`config.mk`:
```
export PLATFORM = sky130hd
export DESIGN_NAME = csb_unit
export DESIGN_NICKNAME = d
export VERILOG_FILES = /design/src/csb_pkg.sv /design/src/csb_unit.sv /design/src/csb_compare.sv
export SDC_FILE = /design/constraint.sdc
export NUM_CORES = 1
export LEC_CHECK = 0
export ABC_AREA = 1
export BUFFER_PORTS_ARGS = -buffer_cell sky130_fd_sc_hd__clkbuf_2
export CORE_ASPECT_RATIO = 0.6
export CORE_MARGIN = 3
export CORE_UTILIZATION = 30
export CTS_CLUSTER_SIZE = 14
export DETAILED_ROUTE_END_ITERATION = 8
export PLACE_DENSITY = 0.59
export SKIP_CTS_REPAIR_TIMING = 1
export SLEW_MARGIN = 20
export SYNTH_ARGS = -nofsm -noshare
export SYNTH_HDL_FRONTEND = slang
export SYNTH_SLANG_ARGS = --single-unit
export TNS_END_PERCENT = 1
```
`constraint.sdc`:
```
create_clock -name mclk -period 3.4 [get_ports mclk]
set_input_delay 0.17 -clock mclk [delete_from_list [all_inputs] [get_ports mclk]]
set_output_delay 0.17 -clock mclk [all_outputs]
set_load 0.01 [all_outputs]
```
`src/csb_pkg.sv`:
```
// Constants and types for the conditional skip and branch unit.
// Assumes an 8-bit core with a word-addressed program counter.
package csb_pkg;
    localparam int PC_W      = 16;
    localparam int DATA_W    = 8;
    localparam int OFS_W     = 7;
    localparam int BIT_SEL_W = 3;

    // Status flag bit positions
    localparam int FLAG_C = 0;
    localparam int FLAG_Z = 1;
    localparam int FLAG_N = 2;
    localparam int FLAG_V = 3;
    localparam int FLAG_S = 4;
    localparam int FLAG_H = 5;

    // Cycle counts
    localparam logic [1:0] CYC_ONE   = 2'h1;
    localparam logic [1:0] CYC_TWO   = 2'h2;
    localparam logic [1:0] CYC_THREE = 2'h3;

    // Program counter steps and reset values
    localparam logic [PC_W-1:0] PC_STEP_1 = 16'h0001;
    localparam logic [PC_W-1:0] PC_STEP_2 = 16'h0002;
    localparam logic [PC_W-1:0] PC_STEP_3 = 16'h0003;
    localparam logic [PC_W-1:0] PC_RESET  = 16'h0000;
    localparam logic [DATA_W-1:0] FLAGS_RESET = 8'h00;

    typedef enum logic [3:0] {
        OP_NONE,
        OP_COMPARE_IMMEDIATE,
        OP_SKIP_REG_BIT_CLEAR,
        OP_SKIP_REG_BIT_SET,
        OP_SKIP_IO_BIT_CLEAR,
        OP_SKIP_IO_BIT_SET,
        OP_BRANCH_FLAG_SET,
        OP_BRANCH_FLAG_CLEAR,
        OP_BRANCH_CARRY_CLEAR,
        OP_BRANCH_SAME_OR_HIGHER,
        OP_BRANCH_SIGNED_GE,
        OP_BRANCH_SIGNED_LT,
        OP_BRANCH_HALF_CARRY_SET
    } csb_op_t;

    typedef struct packed {
        csb_op_t                op;        // Instruction class
        logic [DATA_W-1:0]      reg_val;   // Destination or tested register
        logic [DATA_W-1:0]      imm;       // Immediate constant
        logic [DATA_W-1:0]      io_val;    // Addressed I/O register value
        logic [BIT_SEL_W-1:0]   bit_sel;   // Bit or flag selector
        logic [OFS_W-1:0]       offset;    // Signed word displacement
        logic                   next_two;  // Following instruction is 2 words
    } csb_instr_t;

    typedef struct packed {
        logic [PC_W-1:0]   pc;
        logic [DATA_W-1:0] flags;
        logic [1:0]        cycles;
        logic              taken;
    } csb_result_t;
endpackage

```
`src/csb_unit.sv`:
```
// Execution of compare, bit-test skip and conditional relative branches.
// Assumes the fetch logic presents one decoded instruction per issue
// pulse and waits for done before issuing the next.
`timescale 1ns/100ps
`default_nettype none
// How it works
// - Compare immediate sets flags, one cycle
// - Skip when register bit is clear
// - Skip when register bit is set
// - Skip when I/O bit is clear
// - Skip when I/O bit is set
// - Branch when selected flag is set
// - Branch when selected flag is clear
// - Carry clear or same-higher branch on C=0
// - Signed greater-equal branch when N xor V=0
// - Signed less-than branch when N xor V=1
// - Half carry set branch when H=1
module csb_unit
    import csb_pkg::*;
(
    input  wire logic              mclk,      // Core clock, 25 MHz
    input  wire logic              rstn,      // Async reset, active low
    input  wire logic              issue,     // Instruction valid pulse
    input  wire csb_instr_t        instr,     // Decoded instruction
    input  wire logic [PC_W-1:0]   pc_in,     // Address of this instruction
    input  wire logic [DATA_W-1:0] flags_in,  // Current status flags
    output logic                   busy,      // Second or third cycle of a multi-cycle instruction
    output logic                   done,      // Final cycle of instruction
    output csb_result_t            result     // Next pc, flags, cycles
);
    typedef enum logic [1:0] {ST_IDLE, ST_WAIT} csb_state_t;

    csb_state_t  state;
    logic [1:0]  remain;
    csb_result_t next_result;

    wire logic [DATA_W-1:0] cmp_flags;
    wire logic              reg_bit;
    wire logic              io_bit;
    wire logic              sel_flag;
    wire logic              sign_lt;
    wire logic              is_skip;
    wire logic              is_branch;
    wire logic              cond;
    wire logic [PC_W-1:0]   offset_ext;
    wire logic [PC_W-1:0]   skip_step;
    wire logic [1:0]        cyc_need;

    csb_compare u_cmp (
        .a         (instr.reg_val),
        .b         (instr.imm),
        .flags_in  (flags_in),
        .flags_out (cmp_flags)
    );

    assign reg_bit  = instr.reg_val[instr.bit_sel];
    assign io_bit   = instr.io_val[instr.bit_sel];
    assign sel_flag = flags_in[instr.bit_sel];
    assign sign_lt  = flags_in[FLAG_N] ^ flags_in[FLAG_V];

    assign is_skip   = (instr.op inside {OP_SKIP_REG_BIT_CLEAR,
                        OP_SKIP_REG_BIT_SET, OP_SKIP_IO_BIT_CLEAR,
                        OP_SKIP_IO_BIT_SET});
    assign is_branch = (instr.op inside {OP_BRANCH_FLAG_SET,
                        OP_BRANCH_FLAG_CLEAR, OP_BRANCH_CARRY_CLEAR,
                        OP_BRANCH_SAME_OR_HIGHER, OP_BRANCH_SIGNED_GE,
                        OP_BRANCH_SIGNED_LT, OP_BRANCH_HALF_CARRY_SET});

    assign cond =
        (instr.op == OP_SKIP_REG_BIT_CLEAR)    ? ~reg_bit :
        (instr.op == OP_SKIP_REG_BIT_SET)      ?  reg_bit :
        (instr.op == OP_SKIP_IO_BIT_CLEAR)     ? ~io_bit :
        (instr.op == OP_SKIP_IO_BIT_SET)       ?  io_bit :
        (instr.op == OP_BRANCH_FLAG_SET)       ?  sel_flag :
        (instr.op == OP_BRANCH_FLAG_CLEAR)     ? ~sel_flag :
        (instr.op == OP_BRANCH_CARRY_CLEAR)    ? ~flags_in[FLAG_C] :
        (instr.op == OP_BRANCH_SAME_OR_HIGHER) ? ~flags_in[FLAG_C] :
        (instr.op == OP_BRANCH_SIGNED_GE)      ? ~sign_lt :
        (instr.op == OP_BRANCH_SIGNED_LT)      ?  sign_lt :
        (instr.op == OP_BRANCH_HALF_CARRY_SET) ?  flags_in[FLAG_H] :
        1'b0;

    // Sign-extend the word displacement
    assign offset_ext = {{(PC_W-OFS_W){instr.offset[OFS_W-1]}},
                         instr.offset};
    assign skip_step  = instr.next_two ? PC_STEP_3 : PC_STEP_2;

    assign cyc_need = !cond             ? CYC_ONE :
                      (is_skip && instr.next_two) ? CYC_THREE :
                      CYC_TWO;

    always_comb begin
        next_result        = '0;
        next_result.pc     = pc_in + PC_STEP_1;
        next_result.flags  = flags_in;
        next_result.cycles = CYC_ONE;
        next_result.taken  = 1'b0;
        if (instr.op == OP_COMPARE_IMMEDIATE) begin
            next_result.flags = cmp_flags;
        end else if (is_skip || is_branch) begin
            next_result.cycles = cyc_need;
            next_result.taken  = cond;
            if (cond && is_skip) begin
                next_result.pc = pc_in + skip_step;
            end else if (cond) begin
                next_result.pc = pc_in + offset_ext + PC_STEP_1;
            end
        end
    end

    assign busy = (state == ST_WAIT);

    // Done fires when the last cycle of the instruction elapses
    assign done = ((state == ST_IDLE) && issue
                   && (next_result.cycles == CYC_ONE))
                || ((state == ST_WAIT) && (remain == CYC_ONE));

    always_ff @(posedge mclk or negedge rstn) begin
        if (!rstn) begin
            state  <= ST_IDLE;
            remain <= 2'h0;
        end else begin
            case (state)
                ST_IDLE: begin
                    if (issue && (next_result.cycles != CYC_ONE)) begin
                        state  <= ST_WAIT;
                        remain <= next_result.cycles - CYC_ONE;
                    end
                end
                ST_WAIT: begin
                    remain <= remain - CYC_ONE;
                    if (remain == CYC_ONE) begin
                        state <= ST_IDLE;
                    end
                end
                default: state <= ST_IDLE;
            endcase
        end
    end

    always_ff @(posedge mclk or negedge rstn) begin
        if (!rstn) begin
            result <= '{pc: PC_RESET, flags: FLAGS_RESET,
                        cycles: CYC_ONE, taken: 1'b0};
        end else if ((state == ST_IDLE) && issue) begin
            result <= next_result;
        end
    end
endmodule // csb_unit
`default_nettype wire

```
`src/csb_compare.sv`:
```
// Subtractor producing compare flags for register minus immediate.
// Pure combinational; flag bits the compare does not write pass through from flags_in.
`timescale 1ns/100ps
`default_nettype none
module csb_compare
    import csb_pkg::*;
(
    input  wire logic [DATA_W-1:0] a,       // Destination register
    input  wire logic [DATA_W-1:0] b,       // Constant operand
    input  wire logic [DATA_W-1:0] flags_in, // Current flags
    output logic      [DATA_W-1:0] flags_out // Flags after compare
);
    wire logic [DATA_W-1:0] diff;
    wire logic [DATA_W-1:0] borrow_v;
    wire logic              f_n;
    wire logic              f_v;

    assign diff     = a - b;
    // Borrow out of each bit position
    assign borrow_v = (~a & b) | (b & diff) | (diff & ~a);
    assign f_n      = diff[DATA_W-1];
    assign f_v      = (a[DATA_W-1] & ~b[DATA_W-1] & ~diff[DATA_W-1])
                    | (~a[DATA_W-1] & b[DATA_W-1] & diff[DATA_W-1]);

    always_comb begin
        flags_out         = flags_in;
        flags_out[FLAG_Z] = (diff == '0);
        flags_out[FLAG_N] = f_n;
        flags_out[FLAG_V] = f_v;
        flags_out[FLAG_S] = f_n ^ f_v;
        flags_out[FLAG_C] = borrow_v[DATA_W-1];
        flags_out[FLAG_H] = borrow_v[3];
    end
endmodule // csb_compare
`default_nettype wire

```
Yosys cells after proc, flatten, opt, wreduce, memory -nomap -nowiden
Index checks and enable logic that the tools add are counted.

operators by class
  add/subtract/negate cells = 7
  $mul = 0
  div/mod/pow operators = 0
  order comparisons = 1
  equality and inequality tests = 18
  shift-type cells = 0
  muxes and demuxes = 32
  bitwise logic cells = 21
  reduce and logical (&&, ||, !) cells = 15

operators with widths
  operator                 count
  $mux W16                 4
  $add A16 B1 Y16 const B  2
  $and A8 B8 Y8            3
  $eq A4 B4 Y1 const B     5
  $add A16 B16 Y16         1
  $add A16 B2 Y16          1
  $eq A4 B3 Y1 const B     4
  $mux W1                  16
  $or A8 B8 Y8             2
  $bmux W1 S3              3
  $eq A4 B2 Y1 const B     2
  $logic_not A8 Y1         1
  $mux W2                  4
  $not A1 Y1               8
  $not A8 Y8               1
  $pmux W2 S2              2
  $sub A8 B8 Y8            1
  $reduce_bool A7 Y1       1
  $eq A2 B1 Y1 const B     3
  $logic_and A1 B1 Y1      6
  $mux W3                  2
  $mux W6                  1
  $ne A2 B1 Y1 const B     3
  $and A1 B1 Y1            4
  other kinds (10)         14

word-level totals
  flip-flop bits (word level) = 31
  bits in latches = 0
  memory bits (writable) = 0
  ROM bits = 0
  input port bits = 66
  output and inout port bits = 29
  memories kept = 0

Longest topological paths before layout
  depth after elaboration = 19
  gate-level depth with buffers = 20

Modules after synthesis
Synthesis repeated with hierarchy kept, for this count alone.

unflattened totals
  cell total of the unflattened synthesis = 637
  area total of the unflattened synthesis = 3927.5 um2

modules (own cells, without submodules)
  module       times used  cells an instance  area each (um2)  sequential area each (um2)
  csb_unit     1           557                3428.3           726.9
  csb_compare  1           80                 499.2            0.0

Worst setup path before layout
OpenSTA, ideal clock, no wires.

  kind = input -> register
  start = in instr[21] (netlist name)
  end = reg result[4] (netlist name)
  library setup time = 0.077 ns
  data arrival time = 2.323 ns
  data required time = 3.323 ns
  slack = 1.000 ns
  stages = 12
  path buffers = 0
  cell sequence = inv_1 -> ha_1 -> nand2_1 -> o21ai_0 -> a21oi_1 -> o21bai_1 -> a21oi_1 -> o21bai_1 -> fa_1 -> nor4_1 -> nand3_1 -> a21oi_1

between the ends
  word-level cells in the longest chain between the ends = 3

RTL lines
  what                    line               RTL
  start: declaration      csb_unit.sv:24     input wire csb_instr_t instr,
  $sub A8 B8 Y8           csb_compare.sv:18  assign diff = a - b;
  $logic_not A8 Y1        csb_compare.sv:27  flags_out[FLAG_Z] = (diff == '0);
  $mux W6                 csb_unit.sv:98     if (instr.op == OP_COMPARE_IMMEDIATE) begin
  end signal: assignment  csb_unit.sv:143    result <= '{pc: PC_RESET, flags: FLAGS_RESET,
  end signal: assignment  csb_unit.sv:146    result <= next_result;
  end: declaration        csb_unit.sv:29     output csb_result_t result

Every way passes these cells.
A chain may end at the register's enable or synchronous reset.

Worst setup path after layout
Same ends and word-level chain as after synthesis.

==> summary.txt <==
Critical path
  – Worst r2r src: state[0]$_DFFE_PN0P_
  – Startpoint Class: input pin
  – Critical path buffer and inverter count: 2
  – Delay of the slowest critical-path stage: 500 ps
  – Worst EP required: 3590 ps
  – Worst Setup Path Type: in -> reg
  – Slowest-stage cell, CP: fa_1
  – Endpoint type of the worst setup path: flop
  – CP top delay family: compound AO/OA/AOI/OAI gates
  – CP Max Fanout: 4
  – CP dominant cell by count: a21oi_1
  – Crit path from: instr[21]
  – Critical path data arrival time: 2730 ps
  – CP Cell Sequence: clkbuf_2 > inv_1 > ha_1 > nand2_1 > o21ai_0 > a21oi_1 > o21bai_1 > a21oi_1 > o21bai_1 > fa_1 > nor4_1 > nand3_1 > a21oi_1

GRT
  – First-pass GRT wire length: 19400 um
  – Met2 GRT Util: 21.9%
  – Most Used Layer, Global Route: met1
  – GR Util All Layers: 16.6%
  – Global route overflow: 0
  – Initial antenna violation count: 0
  – GR Util met1: 28.3%
  – Met3 Use GR: 2.81%
  – Vias in the first global route: 3669
  – Largest net degree at the start of global routing: 30

Cells and area
  – Fill cells: 1384
  – Final nets: 793
  – Layout area overhead: 18.4%
  – Final Non-Filler Cells: 859
  – Antenna fix cells: 0
  – Layout Utilization: 37.2%
  – Fraction of layout cells with a size suffix above 1: 18.7%

Synthesis
  – Syn Area/Cell: 6.39 um^2
  – Ys Warns: 0
  – Leading area contributor after synthesis: dfrtp_1
  – Number of synthesized flops with an enable pin: 0
  – Post-synth top area share: 18.1%
  – Synth top area cells: dfrtp_1 18%, nand2_1 18%, ha_1 9.4%, xor2_1 8.1%, nand3_1 7.5%
  – Post-synthesis instance total: 606
  – Fraction of registers with async set/reset: 100%
  – Seq/Total Area, Yosys: 18.8%
  – #FFs+latches synth: 29
  – Top_reg_cell synth: dfrtp_1
  – Distinct cell type count after synthesis: 44
  – Post-synthesis net count: 706
  – Post-synthesis cell area: 3870 um^2

STA
  – Setup TNS: 0 ps
  – RSZ-0062 raised after global routing: false
  – Worst Max-Slew Pin Slew: 724 ps
  – Max Fclk: 394 MHz
  – Tcrit/Tclk final: 74.6%
  – Final count of negative-setup-slack endpoints: 0
  – Clock Skews: 4.57 ps
  – Final hold viol count: 28
  – Hold_ws: -48.1 ps
  – Fin crit period: 2540 ps
  – Slew Viols, Final: 0
  – Max_slew headroom: 51.8%

Die
  – I/O Pins: 95
  – Die X: 153 um
  – Die H: 94.0 um
  – Row count: 31
  – Die ar.: 14400 um^2
  – Initial core utilization: 31.4%
  – Core area: 12300 um^2

Outcome
  – Status: finished, violations left
  – Failing checks: hold timing

Clocking
  – Max Root-Sink Buffers: 2
  – Clock Sinks: 29
  – Worst-path clk slew: 50 ps
  – TritonCTS clock tree: yes
  – Num CTS Buffers: 5
  – Clk Tree Root Cell: clkbuf_16
  – H-tree Lvls: 2
  – Clock latency on the worst-skew pair: 270 ps

Routing
  – DR pass1 iterations: 5
  – Vias/cell: 4.79
  – WL/cell: 14.0 um
  – Remaining antenna violation count: 0
  – DRT iter0 DRCs: 305
  – Final WL: 12000 um
  – Number of remaining DRC errors: 0
  – Via count: 4116

Power and ir drop
  – Max IR drop VDD: 292 uV
  – Total power: 2.17 mW
  – Leakage power total: 2.50 nW
  – PwrDens: 473 nW/um^2

Placed design
  – IO Port Bufs: 94
  – Post-DP HPWL: 10100 um
  – Inst Count DP: 851
  – Final GP Congestion: 0.889

Hold path
  – Worst hold path type: in -> async

Job
  – Max cap viols: 0
synthesized netlist by cell type (all sizes together) (3+ instances only):
| cell | instances |
|---|---|
| o21ai | 30 |
| a21oi | 32 |
| nand2 | 196 |
| nand3b | 5 |
| nand4 | 5 |
| buf | 10 |
| nand3 | 60 |
| ha | 29 |
| xor2 | 36 |
| nor2 | 56 |
| nor4 | 3 |
| dfrtp | 28 |
| inv | 77 |
| clkbuf | 5 |
| fa | 5 |
| xnor2 | 6 |
| nor3 | 9 |
worst reg2reg max path, stage by stage, from the launching register on:
cell     delay [ps]
dfrtp_1         460
nor2_2          130
buf_4           300
inv_2           290
a21oi_1         260
o21ai_0         150
nand2_1          80
metal layers:
layer  part of all wire (%)  routed length [um]  vias to the layer above
li1                       -                   -                     2120
met3                    6.4                 774                        2
met4                   0.12                  15                        0
met5                      0                   0                        -
met2                     37                4390                      139
met1                     57                6830                     1855
cell usage in the layout (no fill, tap or decap), drive strengths merged:
cell type,Yosys,layout
a21boi,1,1
a21oi,32,32
a31oi,1,1
o21ai,30,30
xor2,36,36
clkbuf,5,101
nor4,3,3
o21a,1,1
nand2,196,196
buf,10,1
o2111ai,1,1
nand3b,5,5
inv,77,77
nor3,9,9
nand3,60,60
dfrtp,28,28
dfstp,1,1
nor2,56,56
xnor2,6,6
bufinv,0,1
o21bai,2,2
fa,5,5
nand4,5,5
a21o,2,2
o31ai,2,2
o211ai,2,2
ha,29,29
clkinv,1,1
final timing paths:
check,to,slack [ps],cells past startpoint
max,result[4]$_DFFE_PN0P_,860,13
min,result[23]$_DFFE_PN0P_,-50,1
max reg2reg,result[5]$_DFFE_PN0P_,1670,6
min reg2reg,result[19]$_DFFE_PN0P_,480,2
max in group asynchronous,result[5]$_DFFE_PN0P_,2980,1
min in group mclk,result[7]$_DFFE_PN0P_,190,3
cells by family (layout without fill, tap and decap cells):
kind of cell             count (synthesis)  count (layout)  synth area share, %
AND/OR/NAND/NOR                        334             334                 37.3
flip-flops                              29              29                 18.8
AO/OA/AOI/OAI                           74              74                 11.0
XOR/XNOR                                42              42                 9.50
adder cells (fa/ha/maj)                 34              34                 12.0
buffers and inverters                   93             181                 11.5
stage by stage:
stage / area, um^2 / setup WS (ps)
detailed placement: 4410 / 641
floorplan: 3870 / 1000
global placement: 4410 / 677
finish: 4590 / 864
global route: 4590 / 581
CTS: 4590 / 896
power by group:
| part | internal [mW] | total [mW] | leakage [nW] | switching, mW |
|---|---|---|---|---|
| sequential | 0.517 | 0.642 | 0.351 | 0.125 |
| clock | 0.365 | 0.507 | 0.0841 | 0.142 |
| combinational | 0.390 | 1.02 | 2.07 | 0.631 |
registers in the layout, summed over array words and instances, names as in the netlist:
register and cells:
result 26, remain 2, state 1
layout make-up:
type                    count  area, um^2  share of cell area, %
multi-input cells         484        2700                   58.9
flip-flops and latches     29         727                   15.9
repair buffers             95         478                   10.4
inverters                  78         300                   6.55
well taps                 165         206                   4.50
clock buffers               7         143                   3.11
clock inverters             1        30.0                  0.655
Power figures use the tool's default switching activity.
